`config.mk`:
```
export PLATFORM = sky130hd
export DESIGN_NAME = stl1_fsm
export DESIGN_NICKNAME = d
export VERILOG_FILES = /design/src/stl1_pkg.sv /design/src/stl1_ms_tick.sv /design/src/stl1_fsm.sv
export VERILOG_INCLUDE_DIRS = /design/src
export SDC_FILE = /design/constraint.sdc
export NUM_CORES = 1
export LEC_CHECK = 0
export ABC_AREA = 1
export BUFFER_PORTS_ARGS = -buffer_cell sky130_fd_sc_hd__clkbuf_2
export CAP_MARGIN = 20
export CORE_ASPECT_RATIO = 1.1
export CORE_MARGIN = 4
export CORE_UTILIZATION = 65
export CTS_BUF_LIST = sky130_fd_sc_hd__clkbuf_8 sky130_fd_sc_hd__clkbuf_16
export DETAILED_ROUTE_END_ITERATION = 8
export GPL_ROUTABILITY_DRIVEN = 0
export GPL_TIMING_DRIVEN = 0
export PLACE_DENSITY = 0.85
export SETUP_SLACK_MARGIN = 0.05
export SLEW_MARGIN = 20
export SYNTH_ARGS = -nofsm -noshare
export SYNTH_HDL_FRONTEND = slang
export SYNTH_HIERARCHICAL = 1
export SYNTH_SLANG_ARGS = --single-unit
export TNS_END_PERCENT = 5
```
`constraint.sdc`:
```
create_clock -name clk_i -period 2.7 [get_ports clk_i]
set_clock_uncertainty 0.1 [all_clocks]
set_input_delay 0.54 -clock clk_i [delete_from_list [all_inputs] [get_ports clk_i]]
set_output_delay 0.54 -clock clk_i [all_outputs]
set_load 0.1 [all_outputs]
```
`src/stl1_map.svh`:
```
`ifndef STL1_MAP_SVH
`define STL1_MAP_SVH
// Behaviour
// - Command 0000 starts full deactivation sending INFO 0; NT accepts it in any G1, G2 or G3 state.
// - Command 0001 resets the machine anywhere; sends INFO 0, ignores line.
// - Commands 0010/0011 enter single or continuous pulse test modes.
// - Command 1000 starts an exchange-initiated activation.
// - Command 1010 activates with the analog loop-back near the line.
// - Command 1111 enters deactivated state with terminal wake detection enabled.
// - LT-S reports 0000 as interim indication in deactivated state G1.
// - Terminal wake signal gives indication 1000 and activation proceeds.
// - Indication 0100 whenever the line receiver is not synchronous in a G2 or G3 state.
// - Indication 1011 on code violation, only with violation reporting enabled.
// - Indication 1100 once receiver is synchronous and activation done.
// - Indication 1111 after 16 ms INFO 0 or 32 ms timeout.
// - G1 sends nothing, may stop clocks, accepts line or channel activation.
// - NT wake detection gives indication 1000 and waits for command.
// - NT pending activation sends INFO 2; loop request closes loop 2.
// - NT keeps INFO 2 after INFO 3 until switch-through command.
// - Switch-through sends INFO 4 transparently; loop variant closes loop 2.
// - Lost receiver sync in G3 moves to the lost framing state.
// - NT command 0100 makes the device send INFO 2.
// - After deactivation the device waits until deactivation confirm.
// - LT-S receiver classes: INFO 0, level, INFO 3, other INFO.

// ----------------------------------------
// Command codes
// ----------------------------------------
`define STL1_C_DEACT_REQ 4'h0
`define STL1_C_RESET 4'h1
`define STL1_C_SINGLE_PULSE 4'h2
`define STL1_C_CONT_PULSE 4'h3
`define STL1_C_UP_UNSYNC 4'h4
`define STL1_C_ACT_REQ 4'h8
`define STL1_C_LOOP_ACT_REQ 4'hA
`define STL1_C_SWITCH_THROUGH 4'hC
`define STL1_C_LOOP_SWITCH 4'hE
`define STL1_C_DEACT_CONFIRM 4'hF

// ----------------------------------------
// Indication codes
// ----------------------------------------
`define STL1_I_INTERIM 4'h0
`define STL1_I_UNSYNCED 4'h4
`define STL1_I_ACT_REQ 4'h8
`define STL1_I_CODE_VIOL 4'hB
`define STL1_I_ACT_DONE 4'hC
`define STL1_I_DEACT_DONE 4'hF

// ----------------------------------------
// Timing
// ----------------------------------------
`define STL1_CLK_KHZ 250000
`define STL1_MS_CYCLES (`STL1_CLK_KHZ * 1)
`define STL1_T_QUIET_MS 16
`define STL1_T_DEACT_MS 32
`endif

```
`src/stl1_pkg.sv`:
```
package stl1_pkg;
	// Gray codes along the NT activation path
	typedef enum logic [3:0] {
		ST_G1_DEACT = 4'h0,
		ST_G1_WAKE = 4'h1,
		ST_G2_PEND = 4'h3,
		ST_G2_WAIT = 4'h2,
		ST_G3_ACT = 4'h6,
		ST_G2_LOST_LINE = 4'h7,
		ST_G3_LOST_UP = 4'h5,
		ST_G4_PEND = 4'h4,
		ST_G4_WAIT = 4'hC,
		ST_TEST_SINGLE = 4'hD,
		ST_TEST_CONT = 4'hF,
		ST_RESET = 4'hE
	} stl1_state_t;

	typedef enum logic [2:0] {
		TX_INFO0 = 3'h0,
		TX_INFO2 = 3'h1,
		TX_INFO4 = 3'h2,
		TX_SINGLE = 3'h3,
		TX_CONT = 3'h4
	} stl1_tx_t;

	typedef struct packed {
		stl1_state_t state;
		logic [3:0] ind;
		stl1_tx_t tx;
		logic loop2;
		logic xparent;
		logic clk_off;
		logic cv_seen;
		logic [5:0] deact_ms;
		logic [4:0] quiet_ms;
	} stl1_fsm_reg_t;
endpackage

```
`src/stl1_ms_tick.sv`:
```
`timescale 1ns/1ns
`include "stl1_map.svh"
module stl1_ms_tick
	import stl1_pkg::*;
#(
	parameter int unsigned CYCLES = `STL1_MS_CYCLES
) (
	// Clock and reset
	input wire logic clk_i,
	input wire logic rst_i,
	// Restart the period
	input wire logic clr_i,
	// One-cycle pulse per period
	output logic tick_o
);
	localparam int W = (CYCLES > 1) ? $clog2(CYCLES) : 1;

	typedef struct packed {
		logic [W-1:0] cnt;
		logic tick;
	} stl1_tick_reg_t;

	stl1_tick_reg_t r;
	stl1_tick_reg_t next_r;

	if (CYCLES < 2) begin : g_bad_cycles
		$error("stl1_ms_tick: CYCLES must be at least 2");
	end

	// Period counter; a clear restarts it so the first tick is a full period away
	always_comb begin
		next_r = r;
		next_r.tick = 1'b0;
		if (clr_i) begin
			next_r.cnt = '0;
		end else if (r.cnt == W'(CYCLES - 1)) begin
			next_r.cnt = '0;
			next_r.tick = 1'b1;
		end else begin
			next_r.cnt = r.cnt + 1'b1;
		end
	end

	always_ff @(posedge clk_i) begin
		if (rst_i) begin
			r <= '0;
		end else begin
			r <= next_r;
		end
	end

	assign tick_o = r.tick;
endmodule // stl1_ms_tick

```
`src/stl1_fsm.sv`:
```
`timescale 1ns/1ns
`include "stl1_map.svh"
module stl1_fsm
	import stl1_pkg::*;
#(
	parameter int unsigned MS_CYCLES = `STL1_MS_CYCLES
) (
	// Clock and reset
	input wire logic clk_i,
	input wire logic rst_i,
	// Configuration
	input wire logic nt_mode_i,
	input wire logic code_violation_enable_i,
	input wire logic clock_stop_on_deactivate_i,
	// Control channel
	input wire logic frame_i,
	input wire logic [3:0] cmd_i,
	output logic [3:0] ind_o,
	// Line receiver classes
	input wire logic rx_info0_i,
	input wire logic rx_level_i,
	input wire logic rx_info3_i,
	input wire logic rx_sync_i,
	input wire logic rx_cv_i,
	// Line side control
	output stl1_tx_t tx_info_o,
	output logic loop2_o,
	output logic transparent_o,
	output logic clocks_off_o
);
	// ----------------------------------------
	// State and timers
	// ----------------------------------------
	stl1_fsm_reg_t r;
	stl1_fsm_reg_t next_r;
	logic deact_tick;
	logic quiet_tick;
	logic in_deact;
	logic timer_done;
	logic in_test;
	logic test_cmd;
	logic dr_ok;
	logic active;
	logic [3:0] ind_now;

	if (MS_CYCLES < 2) begin : g_bad_ms
		$error("stl1_fsm: MS_CYCLES must be at least 2");
	end

	assign in_deact = (r.state == ST_G4_PEND);

	// Overall deactivation timer, started on entry to pending deactivation
	stl1_ms_tick #(
		.CYCLES(MS_CYCLES)
	) u_deact_tick (
		.clk_i(clk_i),
		.rst_i(rst_i),
		.clr_i(!in_deact),
		.tick_o(deact_tick)
	);

	// Quiet-line timer, restarted by every cycle of line activity
	stl1_ms_tick #(
		.CYCLES(MS_CYCLES)
	) u_quiet_tick (
		.clk_i(clk_i),
		.rst_i(rst_i),
		.clr_i(!in_deact || !rx_info0_i),
		.tick_o(quiet_tick)
	);

	assign timer_done = (r.deact_ms == 6'(`STL1_T_DEACT_MS))
		|| (r.quiet_ms == 5'(`STL1_T_QUIET_MS));

	// ----------------------------------------
	// Command classification
	// ----------------------------------------
	assign in_test = (r.state == ST_TEST_SINGLE) || (r.state == ST_TEST_CONT);
	assign test_cmd = (cmd_i == `STL1_C_SINGLE_PULSE) || (cmd_i == `STL1_C_CONT_PULSE);
	// NT takes deactivation outside the G4 states; LT-S also refuses it in ST_G1_DEACT
	always_comb begin
		dr_ok = (r.state != ST_G4_PEND) && (r.state != ST_G4_WAIT);
		if (!nt_mode_i) begin
			dr_ok = dr_ok && (r.state != ST_G1_DEACT);
		end
	end
	assign active = (r.state == ST_G2_PEND) || (r.state == ST_G2_WAIT)
		|| (r.state == ST_G3_ACT) || (r.state == ST_G2_LOST_LINE)
		|| (r.state == ST_G3_LOST_UP);

	// ----------------------------------------
	// Indication, taken from the state held before this frame's step
	// ----------------------------------------
	always_comb begin
		case (r.state)
			ST_G1_WAKE: ind_now = `STL1_I_ACT_REQ;
			ST_G3_ACT: ind_now = `STL1_I_ACT_DONE;
			ST_G4_WAIT: ind_now = `STL1_I_DEACT_DONE;
			ST_G2_PEND,
			ST_G2_WAIT,
			ST_G2_LOST_LINE,
			ST_G3_LOST_UP: ind_now = `STL1_I_ACT_REQ;
			default: ind_now = `STL1_I_INTERIM;
		endcase
		// Loss of sync outranks a violation report
		if (active && !rx_sync_i) begin
			ind_now = `STL1_I_UNSYNCED;
		end else if (r.cv_seen) begin
			ind_now = `STL1_I_CODE_VIOL;
		end
	end

	// ----------------------------------------
	// Next state
	// ----------------------------------------
	always_comb begin
		next_r = r;
		// Deactivation timers only run in pending deactivation
		if (!in_deact) begin
			next_r.deact_ms = '0;
			next_r.quiet_ms = '0;
		end else begin
			if (deact_tick && !timer_done) begin
				next_r.deact_ms = r.deact_ms + 1'b1;
			end
			if (!rx_info0_i) begin
				next_r.quiet_ms = '0;
			end else if (quiet_tick && !timer_done) begin
				next_r.quiet_ms = r.quiet_ms + 1'b1;
			end
		end
		// Commands are sampled only on the frame strobe
		if (frame_i) begin
			next_r.ind = ind_now;
			next_r.cv_seen = 1'b0;
			if (cmd_i == `STL1_C_RESET) begin
				next_r.state = ST_RESET;
			end else if (test_cmd && !in_test) begin
				next_r.state = (cmd_i == `STL1_C_CONT_PULSE) ?
					ST_TEST_CONT : ST_TEST_SINGLE;
			end else if (in_test) begin
				// Controller never swaps test modes directly
				if (!test_cmd) begin
					next_r.state = ST_G1_DEACT;
				end
			end else if (r.state == ST_RESET) begin
				next_r.state = ST_G1_DEACT;
			end else if (cmd_i == `STL1_C_DEACT_REQ && dr_ok) begin
				next_r.state = ST_G4_PEND;
			end else begin
				case (r.state)
					ST_G1_DEACT: begin
						if (cmd_i == `STL1_C_ACT_REQ) begin
							next_r.state = ST_G2_PEND;
						end else if (cmd_i == `STL1_C_LOOP_ACT_REQ) begin
							next_r.state = ST_G2_PEND;
							next_r.loop2 = 1'b1;
						end else if (rx_level_i) begin
							next_r.state = nt_mode_i ? ST_G1_WAKE : ST_G2_PEND;
						end
					end
					ST_G1_WAKE: begin
						// Wait for the upstream activation command
						if (cmd_i == `STL1_C_ACT_REQ) begin
							next_r.state = ST_G2_PEND;
						end else if (cmd_i == `STL1_C_LOOP_ACT_REQ) begin
							next_r.state = ST_G2_PEND;
							next_r.loop2 = 1'b1;
						end
					end
					ST_G2_PEND,
					ST_G2_LOST_LINE: begin
						if (rx_info3_i && rx_sync_i) begin
							next_r.state = nt_mode_i ? ST_G2_WAIT : ST_G3_ACT;
						end
					end
					ST_G2_WAIT,
					ST_G3_LOST_UP: begin
						if (cmd_i == `STL1_C_SWITCH_THROUGH) begin
							next_r.state = ST_G3_ACT;
						end else if (cmd_i == `STL1_C_LOOP_SWITCH) begin
							next_r.state = ST_G3_ACT;
							next_r.loop2 = 1'b1;
						end
					end
					ST_G3_ACT: begin
						if (!rx_sync_i) begin
							next_r.state = ST_G2_LOST_LINE;
						end else if (nt_mode_i && cmd_i == `STL1_C_UP_UNSYNC) begin
							next_r.state = ST_G3_LOST_UP;
						end
					end
					ST_G4_PEND: begin
						if (timer_done) begin
							next_r.state = ST_G4_WAIT;
						end
					end
					ST_G4_WAIT: begin
						if (cmd_i == `STL1_C_DEACT_CONFIRM) begin
							next_r.state = ST_G1_DEACT;
						end
					end
					default: begin
						next_r.state = ST_G1_DEACT;
					end
				endcase
			end
		end
		// Violations caught in the clearing cycle are kept
		if (code_violation_enable_i && rx_cv_i) begin
			next_r.cv_seen = 1'b1;
		end
		// Loop only survives the activation states
		if (next_r.state == ST_G1_DEACT || next_r.state == ST_G1_WAKE
			|| next_r.state == ST_RESET || next_r.state == ST_G4_PEND
			|| next_r.state == ST_G4_WAIT || next_r.state == ST_TEST_SINGLE
			|| next_r.state == ST_TEST_CONT) begin
			next_r.loop2 = 1'b0;
		end
		// Line info follows the next state so outputs leave flops
		case (next_r.state)
			ST_G2_PEND,
			ST_G2_WAIT,
			ST_G2_LOST_LINE,
			ST_G3_LOST_UP: next_r.tx = TX_INFO2;
			ST_G3_ACT: next_r.tx = TX_INFO4;
			ST_TEST_SINGLE: next_r.tx = TX_SINGLE;
			ST_TEST_CONT: next_r.tx = TX_CONT;
			default: next_r.tx = TX_INFO0;
		endcase
		next_r.xparent = (next_r.state == ST_G3_ACT);
		next_r.clk_off = (next_r.state == ST_G1_DEACT)
			&& clock_stop_on_deactivate_i;
	end

	always_ff @(posedge clk_i) begin
		if (rst_i) begin
			r <= '0;
		end else begin
			r <= next_r;
		end
	end

	// Outputs straight from the state register
	assign ind_o = r.ind;
	assign tx_info_o = r.tx;
	assign loop2_o = r.loop2;
	assign transparent_o = r.xparent;
	assign clocks_off_o = r.clk_off;
endmodule // stl1_fsm

```
-- Word level (Yosys, flattened, before mapping)
Cells that the tools add are included.
- multiplexer cells: 37
- eq/ne operators: 41
- reductions and logical operators: 48
- bitwise operators: 7
- $add $sub $neg: 4
- operators with widths (kind ; number):
    4-bit two-way mux ; 20
    4-bit equality test (second input constant) ; 13
    18-bit by 1-bit adder with 18-bit output (second input constant) ; 2
    18-bit equality test (second input constant) ; 2
    4-bit by 3-bit equality test with 1-bit output (second input constant) ; 9
    4-bit one-hot mux with 7 select lines ; 1
    4-bit by 2-bit equality test with 1-bit output (second input constant) ; 6
    1-bit logical OR ; 14
    4-bit by 1-bit equality test with 1-bit output (second input constant) ; 3
    4-bit logical NOT ; 3
    3-bit one-hot mux with 4 select lines ; 1
    4-bit one-hot mux with 3 select lines ; 1
    2-bit OR reduction ; 6
    1-bit logical AND ; 11
    11-bit AND reduction ; 1
    1-bit two-way mux ; 9
    3-bit OR reduction ; 3
    8-bit two-way mux ; 1
    1-bit NOT ; 7
    6-bit by 1-bit adder with 6-bit output (second input constant) ; 1
    6-bit equality test (second input constant) ; 1
    2-bit != test (second input constant) ; 3
    5-bit by 1-bit adder with 5-bit output (second input constant) ; 1
    5-bit equality test (second input constant) ; 1
    11 further kinds ; 17
- output and inout port bits: 10
- bits of input ports: 15
- flip-flop bits (word level): 64
- word-level logic and storage cells: 150

-- Logic depth before layout (Yosys ltp)
- depth in word-level cells: 19
- mapped depth: 16
- gate-level depth less buffers: 15

-- Modules after synthesis
Netlist, hierarchy kept.
- modules (own cells, without submodules) (module ; area each (sq um) ; sequential area each (sq um) ; cells an instance ; times used):
    stl1_fsm ; 1657.8 ; 500.5 ; 267 ; 1
    stl1_ms_tick (u_deact_tick) ; 1023.5 ; 380.4 ; 148 ; 1
    stl1_ms_tick (u_quiet_tick) ; 984.7 ; 380.4 ; 136 ; 1

-- Worst setup path before layout
Ideal clock, no wire load.
- kind: input to register
- start point: input cmd_i[1]
- end point: register r (netlist bit loop2_o)
- arrival: 1507 ps
- data required time: 2483 ps
- cell stages on the path: 14
- slack: 976 ps
- cells stage by stage: nor2_1 > nand3_1 > nand2_1 > nand2_1 > nand2_1 > nand3_1 > nand2_1 > nand2_1 > nand2_1 > nand2_2 > nand2_2 > nand2_1 > nor2_1 > nor2_1
- cells in the longest elaborated chain, start to end: 19
- ends and longest elaborated chain (element ; line ; source):
    from (decl) ; stl1_fsm.sv:17 ; input wire logic [3:0] cmd_i,
    4-bit by 3-bit equality test with 1-bit output (no line) ; -- ;
    1-bit logical AND (no line) ; -- ;
    4-bit two-way mux ; stl1_fsm.sv:189 ; end else if (nt_mode_i && cmd_i == `STL1_C_UP_UNSYNC) begin
    4-bit two-way mux ; stl1_fsm.sv:187 ; if (!rx_sync_i) begin
    4-bit one-hot mux with 7 select lines ; stl1_fsm.sv:151 ; case (r.state)
    4-bit two-way mux ; stl1_fsm.sv:148 ; end else if (cmd_i == `STL1_C_DEACT_REQ && dr_ok) begin
    4-bit two-way mux ; stl1_fsm.sv:146 ; end else if (r.state == ST_RESET) begin
    4-bit two-way mux ; stl1_fsm.sv:141 ; end else if (in_test) begin
    4-bit two-way mux ; stl1_fsm.sv:138 ; end else if (test_cmd && !in_test) begin
    4-bit two-way mux ; stl1_fsm.sv:136 ; if (cmd_i == `STL1_C_RESET) begin
    8-bit two-way mux ; stl1_fsm.sv:133 ; if (frame_i) begin
    4-bit by 1-bit equality test with 1-bit output / 4-bit logical NOT (equally long branches) ; stl1_fsm.sv:214 ; if (next_r.state == ST_G1_DEACT || next_r.state == ST_G1_WAKE
    1-bit logical OR ; stl1_fsm.sv:214 ;
    1-bit logical OR (2 in series) ; stl1_fsm.sv:215 ; || next_r.state == ST_RESET || next_r.state == ST_G4_PEND
    1-bit logical OR (2 in series) ; stl1_fsm.sv:216 ; || next_r.state == ST_G4_WAIT || next_r.state == ST_TEST_SINGLE
    1-bit logical OR ; stl1_fsm.sv:217 ; || next_r.state == ST_TEST_CONT) begin
    2-bit OR reduction (no line) ; -- ;
    to (signal assigned) ; stl1_fsm.sv:240 ; r <= next_r;
    to (decl) ; stl1_fsm.sv:34 ; stl1_fsm_reg_t r;
Parallel ways exist; a longest one is shown, timed or not.
A chain may end at the register's enable or synchronous reset.

==> results.json <==
{
  "ys_ff_latch": 63,
  "overflow": 0,
  "hold_buffers": 0,
  "clock_path_buffers": 2,
  "status": "complete, no violations",
  "clockPowerShare_pct": 42.7,
  "drtAntennaViolNets": 0,
  "yosys.area.top_type": "dfxtp_1",
  "post_cts_buffers": 0,
  "synth_cells": 551,
  "io_pins": 25,
  "cts_resized": 0,
  "wl_um": 7900,
  "start_util_pct": 67.5,
  "pwr-share-seq_pct": 44.2,
  "holdWs_ns": 0.330,
  "cp-start-kind": "flip-flop",
  "hold_viol_final": 0,
  "grt_pass1_wl_um": 13600,
  "fin_crit_ns": 1.90,
  "syn_avg_cell_area_um2": 6.65,
  "antenna_found_initial": 0,
  "clkSlewWorstSetupHoldPaths_ns": 0.08,
  "fin_area_um2": 4110,
  "dpl_cell_area_um2": 3880,
  "io_buffers": 24,
  "layout-drive-gt1-share_pct": 18.8,
  "htreeDepth": 3,
  "grt_pass1_vias": 3377,
  "yosysWarnings": 6,
  "fin_nets": 607,
  "area_growth_pct": 12.1,
  "post_drt_wl_per_cell_um": 11.9,
  "regArea_um2": 1260,
  "vias": 3475,
  "cts_root_buffer": "clkbuf_8",
  "pwr-share-comb_pct": 13.2,
  "cts_buffers": 9,
  "required_ns": 2.87,
  "p_sw_share_pct": 27.3,
  "tightest_slew_ns": 0.554,
  "path_class": "reg -> reg",
  "multi_input_area_um2": 2010,
  "grt_start_max_net_pins": 13,
  "netlist-cell-type-count": 37,
  "ir_worst_vdd_v": 0.000417,
  "fillers": 435,
  "cp-end-kind": "flip-flop",
  "syn-cell-area_um2": 3670,
  "clock_latency_ns": 0.34,
  "drtIter0Drc": 180,
  "synth-main-ff-cell": "dfxtp_1",
  "worstPathArrival_ns": 2.06,
  "cts_tree": "yes",
  "grtUsageTotal_pct": 24.6,
  "die_h_um": 86.8,
  "num_rows": 28,
  "setup_violations": 0,
  "hp-class": "in -> reg",
  "final.setup.tns_ns": 0,
  "maxSlewHeadroom_pct": 63.1,
  "drv_cap": 0,
  "vias_per_cell": 5.22,
  "p_per_area_nw_per_um2": 527,
  "synth.top_cell.area_share_pct": 34.4,
  "cts.sinks": 63,
  "synth_edf_count": 0,
  "synth-seq-area-share_pct": 34.4,
  "antenna_cells": 0,
  "p_leak_nw": 1.60,
  "drc": 0,
  "p_sw_mw": 0.591,
  "coreArea_um2": 5430,
  "grt_setup_unrepaired": "false",
  "die_area_um2": 6910,
  "fin_crit_sh_pct": 70.2,
  "p_int_mw": 1.58,
  "max_freq_mhz": 528,
  "hpwl_um": 5910,
  "yosysMostFrequentCell": "nand2_1",
  "first_pass_iters": 5,
  "async_flop_share_pct": 0,
  "ys_top_cells_by_count": "nand2_1, nor2_1, inv_1, dfxtp_1, nand3_1",
  "worst-path-max-fanout": 7,
  "synth_area_leaders": "dfxtp_1, nand2_1, nor2_1",
  "report.final.slew_viol_count": 0,
  "fp.dieW_um": 79.6,
  "syn_nets": 572
}
[worst max-delay path: stages, from the launching register on]
cell	delay, ns
dfxtp_1	0.33
inv_1	0.09
ha_1	0.20
nand4_1	0.09
nand2_1	0.09
inv_1	0.08
nand2_1	0.15
nor3_2	0.21
nand3_1	0.12
or2_0	0.22
a21oi_1	0.15
[path summary, 6_finish.rpt]
kind | cells after the start | endpoint | startpoint | slack, ns
setup / recovery | 10 | r[10] | r[5] | 0.80
hold / removal | 2 | u_quiet_tick/tick_o | rst_i | 0.33
setup reg to reg | 10 | r[10] | r[5] | 0.80
hold reg to reg | 1 | u_deact_tick/r[1] | u_deact_tick/r[1] | 0.37
[cell families after synthesis]
family	count (synthesis)	synth area share (%)
AND/OR/NAND/NOR	324	40.1
flip-flops	63	34.4
buffers and inverters	87	10.7
adder cells (fa/ha/maj)	6	2.05
AO/OA/AOI/OAI	54	8.70
XOR/XNOR	17	4.06
[final cells by class]
cell class                      instances  area share (%)
Multi-Input combinational cell        401            48.9
Sequential cell                        63            30.7
Inverter                               76            6.94
Clock buffer                           10            3.35
Timing Repair Buffer                   24            2.92
Buffer                                 11            2.62
Tap cell                               75            2.28
Clock inverter                          6            2.25
[metrics by stage]
step	setup WS, ns	util [%]	total power, mW	std cells
finish	0.805	75.7	2.17	666
global route	0.646	75.7	2.27	666
CTS	0.790	75.7	2.19	666
detailed placement	0.560	71.5	1.26	650
global placement	0.631	71.5	1.26	650
floorplan	0.976	-	1.20	551
[power groups by stage]
stage	registers [mW]	logic, mW	clock network (mW)
after floorplan	0.989	0.212	0
after global placement	0.978	0.277	0
after detailed placement	0.978	0.283	0
after CTS	0.956	0.285	0.949
after global routing	0.958	0.314	0.998
final	0.957	0.285	0.925
[flip-flops by register name, summed over array words and instances, names as in the netlist]
name                 flops
u_deact_tick/tick_o      1
transparent_o            1
loop2_o                  1
r                       16
u_quiet_tick/tick_o      1
ind_o                    3
u_deact_tick/r          18
clocks_off_o             1
u_quiet_tick/r          18
tx_info_o                3
[routing by layer]
metal | vias up | part of all wire (%) | track usage [%]
met3 | 18 | 4.3 | 4.78
li1 | 1796 | - | -
met2 | 95 | 53 | 45.4
met1 | 1566 | 41 | 26.6
met5 | - | 0 | 0
met4 | 0 | 2.0 | 12.0
[layout by cell type, fill, tap and decap left out, drive strengths merged]
cell / synthesis / layout
or2: 5 / 5
o221ai: 2 / 2
a211oi: 1 / 1
o21ai: 17 / 17
xnor2: 5 / 5
nand3: 36 / 36
a21oi: 27 / 27
nor4: 2 / 2
o211ai: 1 / 1
buf: 11 / 11
inv: 74 / 75
nor3b: 1 / 1
nor2: 124 / 124
ha: 6 / 6
o2111ai: 1 / 1
clkinvlp: 0 / 2
clkinv: 2 / 3
nor3: 11 / 11
nand2: 134 / 134
clkbuf: 0 / 34
bufinv: 0 / 2
o31ai: 1 / 1
dfxtp: 63 / 63
nand4: 11 / 11
o21bai: 4 / 4
xor2: 12 / 12
(Power assumes the default switching activity.)
